===== src/design/eip_pkg.sv =====
// package for the external pin interrupt block: register map, fields, resets
// assumes an apb slave with 32-bit data and one aligned word per register
package eip_pkg;

  // ==========================================================================
  // register map (byte addresses)
  // ==========================================================================
  localparam logic [7:0] ADDR_SENSE   = 8'h00;
  localparam logic [7:0] ADDR_MASK    = 8'h04;
  localparam logic [7:0] ADDR_FLAGS   = 8'h08;
  localparam logic [7:0] ADDR_CONTROL = 8'h0C;
  localparam logic [7:0] ADDR_STATUS  = 8'h10;

  // ==========================================================================
  // widths and reset values
  // ==========================================================================
  localparam int unsigned NUM_PINS   = 4;
  localparam int unsigned REG_W      = 8;
  localparam logic [7:0]  SENSE_RST  = 8'h00;
  localparam logic [3:0]  MASK_RST   = 4'h0;
  localparam logic [3:0]  FLAGS_RST  = 4'h0;
  localparam logic [31:0] RDATA_ZERO = 32'h0000_0000;

  // control register fields
  localparam int unsigned CTRL_GIE_BIT  = 0;
  localparam int unsigned CTRL_PD_BIT   = 1;
  localparam int unsigned CTRL_IOCK_BIT = 2;

  // ==========================================================================
  // sense modes
  // ==========================================================================
  typedef enum logic [1:0]
  {
    SENSE_LOW     = 2'b00,
    SENSE_CHANGE  = 2'b01,
    SENSE_FALLING = 2'b10,
    SENSE_RISING  = 2'b11
  } eip_sense_t;

  // wake sequencer states
  typedef enum logic [1:0]
  {
    WK_RUN     = 2'b00,
    WK_SAMPLE  = 2'b01,
    WK_STARTUP = 2'b10
  } eip_wake_t;

  // apb request bundle
  typedef struct packed
  {
    logic        sel;
    logic        enable;
    logic        write;
    logic [7:0]  addr;
    logic [31:0] wdata;
  } eip_apb_req_t;

  // ==========================================================================
  // timing
  // ==========================================================================
  localparam int unsigned CLK_PERIOD_PS = 4000;
  localparam int unsigned STARTUP_NS    = 4000;
  localparam int unsigned STARTUP_CYC   = (STARTUP_NS * 1000) / CLK_PERIOD_PS;
  localparam int unsigned WDT_DIV_CYC   = 250;

endpackage : eip_pkg


===== src/design/eip_pin_detect.sv =====
// one pin's sampler and edge/level detector
// assumes the pin is synchronous to pclk; edge logic runs only with io clock on
`timescale 1ns/1ps
`default_nettype none

module eip_pin_detect
(
  input  wire logic       pclk,      // system clock
  input  wire logic       presetn,   // async reset, active low
  input  wire logic       pin,       // request pin level
  input  wire logic       io_clk_on, // io clock running
  input  wire logic [1:0] sense,     // sense selection
  output var  logic       edge_hit,  // edge or change seen, one-cycle pulse
  output var  logic       level_low  // pin is low, read directly
);

  // ==========================================================================
  // sampling
  // ==========================================================================
  logic sample_ff;
  logic prev_ff;

  // two samples of the pin, the comparison between them finds edges
  always_ff @(posedge pclk or negedge presetn)
  begin
    if (!presetn)
    begin
      sample_ff <= 1'b1;
      prev_ff   <= 1'b1;
    end
    else if (io_clk_on)
    begin
      sample_ff <= pin;
      prev_ff   <= sample_ff;
    end
  end

  // ==========================================================================
  // detection
  // ==========================================================================
  // edge detection frozen when io clock is off, so no deep-sleep edges
  always_comb
  begin
    unique case (eip_pkg::eip_sense_t'(sense))
      eip_pkg::SENSE_LOW:     edge_hit = 1'b0;
      eip_pkg::SENSE_CHANGE:  edge_hit = io_clk_on & (sample_ff ^ prev_ff);
      eip_pkg::SENSE_FALLING: edge_hit = io_clk_on & prev_ff & ~sample_ff;
      eip_pkg::SENSE_RISING:  edge_hit = io_clk_on & ~prev_ff & sample_ff;
    endcase
  end

  // level path reads the pin directly so it works without the io clock
  assign level_low = ~pin;

endmodule : eip_pin_detect

`default_nettype wire


===== src/design/eip_ctrl.sv =====
// external pin interrupt controller: four pins, apb registers, wake logic
// assumes pins synchronous to pclk; cpu supplies vector acknowledge pulses
//
// Contract
// - pin activity triggers even when pin drives
// - 00 low level, 01 any change
// - 10 falling edge, 11 rising edge
// - level request held while pin low
// - edges need running io clock
// - power-down level sampled twice before wake
// - level gone after samples: wake, no interrupt
// - forward only with global and mask enable
// - four pin edges registered independently
// - pin sampled before edge detection
// - mask bits 3..0 enable per pin
// - flag set on triggering edge or change
// - flag cleared when vector executes
// - writing one clears a flag
// - level-sensed pin keeps flag cleared
`timescale 1ns/1ps
`default_nettype none

module eip_ctrl
#(
  parameter int unsigned STARTUP_CYCLES = eip_pkg::STARTUP_CYC,  // wake start-up length
  parameter int unsigned WDT_DIV        = eip_pkg::WDT_DIV_CYC   // watchdog sample period
)
(
  input  wire logic        pclk,        // system clock, 250 MHz
  input  wire logic        presetn,     // async reset, active low
  input  wire logic        psel,        // apb select
  input  wire logic        penable,     // apb enable
  input  wire logic        pwrite,      // apb direction
  input  wire logic [7:0]  paddr,       // apb byte address
  input  wire logic [31:0] pwdata,      // apb write data
  output var  logic [31:0] prdata,      // apb read data
  output var  logic        pready,      // apb ready
  output var  logic        pslverr,     // apb error, unmapped address
  input  wire logic [3:0]  ext_request_pins, // request pins
  input  wire logic [3:0]  vector_ack,  // cpu executes vector n, pulse
  output var  logic [3:0]  irq_req,     // per-pin request to cpu
  output var  logic        wake_up      // wake pulse out of power-down
);

  // ==========================================================================
  // elaboration checks
  // ==========================================================================
  if (STARTUP_CYCLES < 1 || STARTUP_CYCLES > 65535)
  begin : g_bad_startup
    $error("STARTUP_CYCLES out of range");
  end
  if (WDT_DIV < 2 || WDT_DIV > 65535)
  begin : g_bad_div
    $error("WDT_DIV out of range");
  end

  localparam logic [15:0] STARTUP_LAST = 16'(STARTUP_CYCLES - 1);
  localparam logic [15:0] WDT_LAST     = 16'(WDT_DIV - 1);

  // ==========================================================================
  // register state
  // ==========================================================================
  logic [7:0]  sense_ff;
  logic [3:0]  mask_ff;
  logic [3:0]  flags_ff;
  logic        gie_ff;
  logic        pd_ff;
  logic        iock_ff;
  logic [31:0] nxt_prdata;
  logic        nxt_pslverr;
  eip_pkg::eip_apb_req_t req;
  logic        wr_acc;
  logic        rd_acc;
  logic        mapped;

  assign req    = '{sel: psel, enable: penable, write: pwrite, addr: paddr, wdata: pwdata};
  assign wr_acc = req.sel & req.enable & req.write & pready;
  assign rd_acc = req.sel & ~req.enable & ~req.write;

  // address decode used by reads and writes
  function automatic logic is_addr(input logic [7:0] a, input logic [7:0] ref_a);
    is_addr = (a == ref_a);
  endfunction : is_addr

  assign mapped = is_addr(req.addr, eip_pkg::ADDR_SENSE) | is_addr(req.addr, eip_pkg::ADDR_MASK)
                | is_addr(req.addr, eip_pkg::ADDR_FLAGS) | is_addr(req.addr, eip_pkg::ADDR_CONTROL)
                | is_addr(req.addr, eip_pkg::ADDR_STATUS);

  // ==========================================================================
  // per-pin detectors
  // ==========================================================================
  logic [3:0] edge_hit;
  logic [3:0] level_low;
  logic [3:0] is_level;

  // each pin has its own sampler so edges register independently
  for (genvar i = 0; i < eip_pkg::NUM_PINS; i++)
  begin : g_pin
    eip_pin_detect u_det
    (
      .pclk      (pclk),
      .presetn   (presetn),
      .pin       (ext_request_pins[i]),
      .io_clk_on (iock_ff),
      .sense     (sense_ff[2*i +: 2]),
      .edge_hit  (edge_hit[i]),
      .level_low (level_low[i])
    );
    assign is_level[i] = (sense_ff[2*i +: 2] == 2'(eip_pkg::SENSE_LOW));
  end

  // ==========================================================================
  // configuration registers
  // ==========================================================================
  // sense, mask, control: plain read/write; upper mask bits are not stored
  // a control write in the wake cycle wins over the hardware power-down clear,
  // so that write is kept; a wake with no control write in its cycle clears pd
  always_ff @(posedge pclk or negedge presetn)
  begin
    if (!presetn)
    begin
      sense_ff <= eip_pkg::SENSE_RST;
      mask_ff  <= eip_pkg::MASK_RST;
      gie_ff   <= 1'b0;
      pd_ff    <= 1'b0;
      iock_ff  <= 1'b1;
    end
    else
    begin
      if (wr_acc && is_addr(req.addr, eip_pkg::ADDR_SENSE))
        sense_ff <= req.wdata[7:0];
      if (wr_acc && is_addr(req.addr, eip_pkg::ADDR_MASK))
        mask_ff <= req.wdata[3:0];
      if (wr_acc && is_addr(req.addr, eip_pkg::ADDR_CONTROL))
      begin
        gie_ff  <= req.wdata[eip_pkg::CTRL_GIE_BIT];
        pd_ff   <= req.wdata[eip_pkg::CTRL_PD_BIT];
        iock_ff <= req.wdata[eip_pkg::CTRL_IOCK_BIT];
      end
      else if (wake_up)
        pd_ff <= 1'b0;                                // wake leaves power-down
    end
  end

  // ==========================================================================
  // pending flags
  // ==========================================================================
  logic [3:0] w1c;
  assign w1c = (wr_acc && is_addr(req.addr, eip_pkg::ADDR_FLAGS)) ? req.wdata[3:0] : 4'h0;

  // set wins over clear so an edge during a clear is never lost
  always_ff @(posedge pclk or negedge presetn)
  begin
    if (!presetn)
      flags_ff <= eip_pkg::FLAGS_RST;
    else
      flags_ff <= ((flags_ff & ~w1c & ~vector_ack) | edge_hit) & ~is_level;
  end

  // ==========================================================================
  // power-down wake sequencer
  // ==========================================================================
  eip_pkg::eip_wake_t wk_ff;
  logic [15:0] wdt_cnt_ff;
  logic [15:0] su_cnt_ff;
  logic [1:0]  hits_ff;
  logic        wdt_tick;
  logic [3:0]  wake_lvl;
  logic        level_ok_ff;

  assign wdt_tick = (wdt_cnt_ff == WDT_LAST);
  assign wake_lvl = level_low & is_level & mask_ff;

  // slow watchdog-rate sample tick, free running
  always_ff @(posedge pclk or negedge presetn)
  begin
    if (!presetn)
      wdt_cnt_ff <= 16'h0000;
    else
      wdt_cnt_ff <= wdt_tick ? 16'h0000 : wdt_cnt_ff + 16'h0001;
  end

  // two watchdog samples, then a start-up wait before the cpu runs
  always_ff @(posedge pclk or negedge presetn)
  begin
    if (!presetn)
    begin
      wk_ff       <= eip_pkg::WK_RUN;
      hits_ff     <= 2'b00;
      su_cnt_ff   <= 16'h0000;
      wake_up     <= 1'b0;
      level_ok_ff <= 1'b1;
    end
    else
    begin
      wake_up <= 1'b0;
      unique case (wk_ff)
        eip_pkg::WK_RUN:
        begin
          hits_ff <= 2'b00;
          if (pd_ff && !wake_up)
            wk_ff <= eip_pkg::WK_SAMPLE;
        end
        eip_pkg::WK_SAMPLE:
        begin
          if (!pd_ff)
            wk_ff <= eip_pkg::WK_RUN;
          else if (wdt_tick)
          begin
            if (wake_lvl == 4'h0)
              hits_ff <= 2'b00;
            else if (hits_ff == 2'b01)
            begin
              wk_ff       <= eip_pkg::WK_STARTUP;
              su_cnt_ff   <= 16'h0000;
              level_ok_ff <= 1'b0;
            end
            else
              hits_ff <= 2'b01;
          end
        end
        eip_pkg::WK_STARTUP:
        begin
          su_cnt_ff <= su_cnt_ff + 16'h0001;
          if (su_cnt_ff == STARTUP_LAST)
          begin
            wk_ff       <= eip_pkg::WK_RUN;
            wake_up     <= 1'b1;
            level_ok_ff <= 1'b1;
          end
        end
        default:
          wk_ff <= eip_pkg::WK_RUN;
      endcase
    end
  end

  // ==========================================================================
  // request output
  // ==========================================================================
  logic [3:0] active;
  // level requests only once awake; a vanished wake level yields none
  assign active = (level_low & is_level & {4{~pd_ff & level_ok_ff}})
                | (flags_ff & ~is_level);

  // global and per-pin enable both required
  always_ff @(posedge pclk or negedge presetn)
  begin
    if (!presetn)
      irq_req <= 4'h0;
    else
      irq_req <= active & mask_ff & {4{gie_ff}};
  end

  // ==========================================================================
  // apb slave
  // ==========================================================================
  // read data latched in the setup cycle; zero wait states
  always_comb
  begin
    nxt_prdata  = eip_pkg::RDATA_ZERO;
    nxt_pslverr = 1'b0;
    if (rd_acc)
    begin
      if (is_addr(req.addr, eip_pkg::ADDR_SENSE))
        nxt_prdata[7:0] = sense_ff;
      else if (is_addr(req.addr, eip_pkg::ADDR_MASK))
        nxt_prdata[3:0] = mask_ff;
      else if (is_addr(req.addr, eip_pkg::ADDR_FLAGS))
        nxt_prdata[3:0] = flags_ff;
      else if (is_addr(req.addr, eip_pkg::ADDR_CONTROL))
        nxt_prdata[2:0] = {iock_ff, pd_ff, gie_ff};
      else if (is_addr(req.addr, eip_pkg::ADDR_STATUS))
        nxt_prdata[5:0] = {wk_ff, level_low};
    end
    if (req.sel && !req.enable && !mapped)
      nxt_pslverr = 1'b1;
  end

  // ready and error rise for the access phase only
  always_ff @(posedge pclk or negedge presetn)
  begin
    if (!presetn)
    begin
      prdata  <= eip_pkg::RDATA_ZERO;
      pready  <= 1'b0;
      pslverr <= 1'b0;
    end
    else
    begin
      pready  <= req.sel & ~req.enable;
      pslverr <= nxt_pslverr;
      if (rd_acc)
        prdata <= nxt_prdata;
    end
  end

endmodule : eip_ctrl

`default_nettype wire


===== config.mk =====
export PLATFORM = sky130hd
export DESIGN_NAME = eip_ctrl
export DESIGN_NICKNAME = d
export VERILOG_FILES = /design/src/design/eip_pkg.sv /design/src/design/eip_pin_detect.sv /design/src/design/eip_ctrl.sv
export SDC_FILE = /design/constraint.sdc
export NUM_CORES = 1
export LEC_CHECK = 0
export BUFFER_PORTS_ARGS = -buffer_cell sky130_fd_sc_hd__buf_2
export CORE_MARGIN = 2
export CORE_UTILIZATION = 55
export CTS_CLUSTER_SIZE = 20
export DETAILED_ROUTE_END_ITERATION = 6
export PLACE_DENSITY = 0.78
export REMOVE_ABC_BUFFERS = 1
export SLEW_MARGIN = 20
export SYNTH_ARGS = -nofsm -noshare
export SYNTH_HDL_FRONTEND = slang
export SYNTH_HIERARCHICAL = 1
export SYNTH_SLANG_ARGS = --single-unit
export TNS_END_PERCENT = 1

===== constraint.sdc =====
create_clock -name pclk -period 4 [get_ports pclk]
set_clock_uncertainty 0.1 [all_clocks]
set_input_delay 0.2 -clock pclk [delete_from_list [all_inputs] [get_ports pclk]]
set_output_delay 0.2 -clock pclk [all_outputs]
set_load 0.01 [all_outputs]

Word level (Yosys, flattened, before mapping)

Cells that the tools add are included.

Word-level logic and storage cells: 187
Output and inout bits: 39
Input port bits: 53
Flip-flop bits (word level): 79

Bitwise logic cells: 63
Add/sub/neg operators: 2
Mux-type cells: 43
Reductions and logical operators: 24
Equality and inequality tests: 31

Operators with widths:

| operator              | count |
|---|---|
| $mux 16               | 5 |
| $and 4x4->4           | 9 |
| $add 16x1->16 const B | 2 |
| $pmux 16 s2           | 1 |
| $and 1x1->1           | 26 |
| $mux 2                | 13 |
| $eq 2x2->1 const B    | 9 |
| $eq 16x10->1 const B  | 1 |
| $eq 16x8->1 const B   | 1 |
| $eq 8x4->1 const B    | 2 |
| $pmux 1 s4            | 4 |
| $not 1->1             | 15 |
| $eq 2x1->1 const B    | 6 |
| $mux 4                | 3 |
| $mux 6                | 2 |
| $ne 2x2->1 const B    | 6 |
| $ne 3x3->1 const B    | 4 |
| $not 4->4             | 3 |
| $logic_not 2->1       | 5 |
| $mux 1                | 10 |
| $reduce_and 5->1      | 2 |
| $eq 8x3->1 const B    | 1 |
| $eq 8x5->1 const B    | 1 |
| $logic_not 8->1       | 1 |
| 13 further kinds      | 31 |

Logic depth before layout (Yosys ltp)

Word-level depth: 10
Mapped depth: 8
Gate-level depth less buffers: 7

Hierarchy

Netlist, hierarchy kept.

By module, submodules not included:

| module         | times used | area each (um^2) | seq. area each (um^2) | cells an instance |
|---|---|---|---|---|
| eip_ctrl       | 1          | 3553.4           | 1754.2                | 350 |
| eip_pin_detect | 4          | 112.6            | 52.6                  | 9 |

Worst setup path before layout

OpenSTA, ideal clock, no wires.

Path type: register to register
From: reg wdt_cnt_ff[1]
To: reg wk_ff[0]
Data arrival time: 1.862 ns
Period minus slack after synthesis: 2.082 ns
Setup slack: 1.918 ns
Library setup time: 0.120 ns
Data required time: 3.780 ns
Buffers on the path: 1
Cell stages (with the launch flop): 8
Cell sequence: dfrtp_1 inv_1 ha_1 or4b_2 nor4_2 buf_2 nand4_1 and3_1

Longest elaborated chain between the ends: 3

Ends and longest elaborated chain:

| what                              | line            | text |
|---|---|---|
| start, declared                   | eip_ctrl.sv:164 | `logic [15:0] wdt_cnt_ff;` |
| start signal, assigned            | eip_ctrl.sv:180 | `wdt_cnt_ff <= wdt_tick ? 16'h0000 : wdt_cnt_ff + 16'h0001;` |
| $eq 16x8->1                       | eip_ctrl.sv:171 | `assign wdt_tick = (wdt_cnt_ff == WDT_LAST);` |
| $ne 3x3->1 (no source line)       | n/a             |  |
| $reduce_and 5->1 (no source line) | n/a             |  |
| end signal, assigned              | eip_ctrl.sv:188 | `wk_ff <= eip_pkg::WK_RUN;` |
| end signal, assigned              | eip_ctrl.sv:202 | `wk_ff <= eip_pkg::WK_SAMPLE;` |
| end signal, assigned              | eip_ctrl.sv:207 | `wk_ff <= eip_pkg::WK_RUN;` |
| end, declared                     | eip_ctrl.sv:163 | `eip_pkg::eip_wake_t wk_ff;` |

No other way between the ends.
A chain may end at the register's enable or synchronous reset.

Worst setup path after layout

From: reg wdt_cnt_ff[1]
To: reg hits_ff[0]

Longest elaborated chain between the ends: 3

Ends and longest elaborated chain:

| what                              | line            | text |
|---|---|---|
| $eq 16x8->1                       | eip_ctrl.sv:171 |  |
| $ne 2x2->1 (no source line)       | n/a             |  |
| $reduce_and 4->1 (no source line) | n/a             |  |
| end signal, assigned              | eip_ctrl.sv:189 | `hits_ff <= 2'b00;` |
| end signal, assigned              | eip_ctrl.sv:200 | `hits_ff <= 2'b00;` |
| end signal, assigned              | eip_ctrl.sv:211 | `hits_ff <= 2'b00;` |
| end, declared                     | eip_ctrl.sv:166 | `logic [1:0] hits_ff;` |

No other way between the ends.

==> insert_results.sql <==
INSERT INTO impl_metrics (metric_group, metric, value, unit) VALUES
('run_status', 'status', 'complete, no violations', ''),
('placement', 'routabilityCongestion', '0.835', ''),
('power_and_ir_drop', 'power.ir.vdd_worst', '0.162', 'mV'),
('logic_synthesis', 'synth_area_leader_cell', 'sky130_fd_sc_hd__dfrtp_1', ''),
('timing', 'timing.final.max_slew_violations', '0', ''),
('timing', 'worst_slew_pin_slew', '0.968', 'ns'),
('timing', 'period_share', '0.648', ''),
('global_route', 'antenna_found_initial', '0', ''),
('routing', 'post_drt_wl_per_cell', '14.4', 'microns'),
('critical_path', 'crit_path_cell_trace', 'inv_1, ha_1, or4b_2, nor4_2, nand2_1, a32oi_1, o21ai_0', ''),
('floorplanning', 'boundaryPins', '92', ''),
('clock_network', 'clk_pin_slew_worst_paths', '0.08', 'ns'),
('logic_synthesis', 'synth.lib_cells_used.distinct', '46', ''),
('cells_and_area', 'antenna_cells', '0', ''),
('clock_network', 'hold_buffers', '10', ''),
('cells_and_area', 'final_cell_mix', '68 x sky130_fd_sc_hd__dfrtp_1, 42 x sky130_fd_sc_hd__buf_2, 38 x sky130_fd_sc_hd__nor2_1', ''),
('timing', 'max-slew-margin-rel', '0.355', ''),
('routing', 'drcViolationCount', '0', ''),
('cells_and_area', 'nFillCells', '611', ''),
('logic_synthesis', 'seq_area_frac_synth', '0.491', ''),
('critical_path', 'worstPathRequired', '4.13', 'ns'),
('routing', 'vias_per_cell', '5.41', ''),
('critical_path', 'worst-setup-path-type', 'flop to flop', ''),
('power_and_ir_drop', 'leakage', '2.03', 'nW'),
('worst_hold_path', 'hp-class', 'primary input to flop', ''),
('placement', 'dp_slack', '1.38', 'ns'),
('placement', 'place.detailed.hpwl', '5.41', 'mm'),
('clock_network', 'post-cts-setup-buffer-count', '0', ''),
('clock_network', 'cts.repair.resized', '0', ''),
('power_and_ir_drop', 'power_density', '332', 'mW/mm^2'),
('routing', 'remaining_antenna_violation_count', '0', ''),
('global_route', 'wire_length_of_the_first_global_routing_pass', '13.0', 'mm'),
('timing', 'final_critical_delay_including_setup_and_external_delays', '2.59', 'ns'),
('floorplanning', 'fp.dieW', '89.3', 'microns'),
('floorplanning', 'fp.dieH', '89.3', 'microns'),
('cells_and_area', 'final_layout_size_suffix_gt1_frac', '0.237', ''),
('cells_and_area', 'area_growth_from_synthesis_to_layout', '13.0', '%'),
('cells_and_area', 'leading_cell_type_in_the_layout_fill_and_taps_excluded', 'sky130_fd_sc_hd__dfrtp_1', ''),
('logic_synthesis', 'synth_area_per_cell', '10.4', 'sq um'),
('floorplanning', 'start_util', '0.561', ''),
('critical_path', 'start_kind', 'flop', ''),
('routing', 'drt_wl_total', '7.85', 'mm'),
('critical_path', 'worst-path-max-fanout', '11', ''),
('floorplanning', 'die_area', '0.00798', 'sq mm'),
('routing', 'drt_iter0_drc', '155', ''),
('global_route', 'groute.usage.overall', '0.212', ''),
('critical_path', 'max_stage_delay', '0.76', 'ns'),
('critical_path', 'slowest_stage', 'sky130_fd_sc_hd__nor4_2', ''),
('global_route', 'grt_start_max_net_pins', '79', ''),
('clock_network', 'clk-insertion-delay-late', '0.35', 'ns'),
('logic_synthesis', 'yosys-top-cells-area', 'sky130_fd_sc_hd__dfrtp_1 43%, sky130_fd_sc_hd__dfstp_2 6.6%, sky130_fd_sc_hd__mux2_2 6.5%', ''),
('logic_synthesis', 'synth_top_area_share', '0.425', ''),
('routing', 'dr_total_vias', '2960', ''),
('job', 'max_cap_viol_count', '0', ''),
('logic_synthesis', 'yosysWarningCount', '6', ''),
('logic_synthesis', 'ys_seq_elements', '78', ''),
('logic_synthesis', 'syn_area', '0.00400', 'sq mm'),
('floorplanning', 'coreArea', '0.00714', 'sq mm'),
('timing', 'rsz0062_at_grt', 'false', ''),
('timing', 'setup_viol', '0', ''),
('clock_network', 'cts_root_buffer', 'sky130_fd_sc_hd__clkbuf_8', ''),
('clock_network', 'clk_path_buf_depth', '2', ''),
('critical_path', 'setup.worst_path.end_class', 'flop', ''),
('critical_path', 'worst-endpoint-arrival', '2.72', 'ns'),
('timing', 'finalWorstSetupSlack', '1.41', 'ns'),
('global_route', 'grt_pass1_vias', '2814', ''),
('clock_network', 'cts.sink_count', '78', ''),
('clock_network', 'cts_htree_levels', '3', ''),
('logic_synthesis', 'synthesis.instances', '386', ''),
('placement', 'port-buffer-count', '43', ''),
('timing', 'finalHoldViolations', '0', ''),
('clock_network', 'tritoncts', 'built', ''),
('clock_network', 'cts_made_buffers', '9', ''),
('cells_and_area', 'finalNetCount', '499', ''),
('timing', 'fmaxAchievable', '0.386', 'GHz'),
('timing', 'setup_total_negative_slack', '0', 'ns'),
('routing', 'firstDrtPassIters', '4', ''),
('global_route', 'grt.overflow.total', '0', ''),
('floorplanning', 'rows', '31', '');
layer usage:
layer | wire length (microns) | track usage
met1 | 3500 | 0.282
met4 | 103 | 0.0841
met3 | 423 | 0.0434
met2 | 3820 | 0.341
met5 | 0 | 0
worst max-delay path: cells and delay by family (launching register included):
kind                     cells  cell delay, ns
AND/OR/NAND/NOR              3            1.53
flip-flops                   1            0.40
AO/OA/AOI/OAI                2            0.28
adder cells (fa/ha/maj)      1            0.12
buffers and inverters        1            0.06
layout make-up:
type | instances | area, sq um | share of cell area
clock buffers | 12 | 155 | 0.0343
multi-input cells | 283 | 1850 | 0.409
inverters | 18 | 67.6 | 0.0149
flip-flops and latches | 78 | 1960 | 0.434
clock inverters | 4 | 45.0 | 0.00996
well taps | 99 | 124 | 0.0274
repair buffers | 53 | 318 | 0.0703
per-stage QoR:
stage	cell area, sq um	util	hold slack (ns)	power (W)	std cells
after floorplan	3880	-	-0.196	0.000860	379
after global placement	4220	0.592	0.310	0.000907	521
after detailed placement	4220	0.592	0.313	0.000909	521
after CTS	4520	0.634	0.00115	0.00151	547
after global routing	4520	0.634	0.00959	0.00156	547
final	4520	0.634	0.0128	0.00150	547
Yosys cell counts, drive strengths merged:
library cell,number
and3,13
a32o,1
nor3b,1
or2,2
nand4,9
buf,27
nor2,38
a22o,3
and4b,1
mux2i,2
a311oi,6
clkbuf,3
ha,3
o21ai,8
nand2,28
a21oi,15
conb,1
and2,1
inv,18
nand3,16
and4,5
a31oi,2
dfstp,10
a32oi,4
nor3,5
o31ai,4
nor4,3
mux2,23
o21bai,1
or4,3
nand4b,4
xor2,15
o22ai,4
dfrtp,68
or4b,1
xnor2,17
nor2b,7
nand2b,9
or3b,4
a311o,1
worst paths after layout:
check | to | slack, ns | cells after the start | from
min in group asynchronous | flags_ff[0]$_DFF_PN0_ | 0.45 | 2 | presetn
min | flags_ff[0]$_DFF_PN0_ | 0.01 | 2 | pwdata[0]
max in group asynchronous | wdt_cnt_ff[13]$_DFF_PN0_ | 2.71 | 2 | presetn
max reg2reg | hits_ff[0]$_DFFE_PN0P_ | 1.41 | 7 | wdt_cnt_ff[1]$_DFF_PN0_
max | hits_ff[0]$_DFFE_PN0P_ | 1.41 | 7 | wdt_cnt_ff[1]$_DFF_PN0_
min reg2reg | wdt_cnt_ff[15]$_DFF_PN0_ | 0.38 | 1 | wdt_cnt_ff[15]$_DFF_PN0_
power by group:
group,switching (W),internal [W],total (W)
sequential,0.00000639,0.000799,0.000806
combinational,0.0000603,0.0000355,0.0000957
clock,0.000279,0.000320,0.000599
total,0.000346,0.00115,0.00150
registers in the layout, indices dropped and copies added, names as in the netlist, 2 cells and up:
name / count
g_pin.u_det/prev_ff: 4
g_pin.u_det/sample_ff: 4
wk_ff: 2
prdata: 8
wdt_cnt_ff: 16
flags_ff: 4
su_cnt_ff: 16
irq_req: 4
sense_ff: 8
mask_ff: 4
cell families (layout without fill, tap and decap cells):
logic type,after synthesis,in the layout,synth area share
adder cells (fa/ha/maj),3,3,0.00938
multiplexers,25,25,0.0697
buffers and inverters,48,87,0.0691
XOR/XNOR,32,32,0.0700
AND/OR/NAND/NOR,150,150,0.204
flip-flops,78,78,0.491
other,1,24,0.000937
AO/OA/AOI/OAI,49,49,0.0859
(Power assumes the default switching activity.)
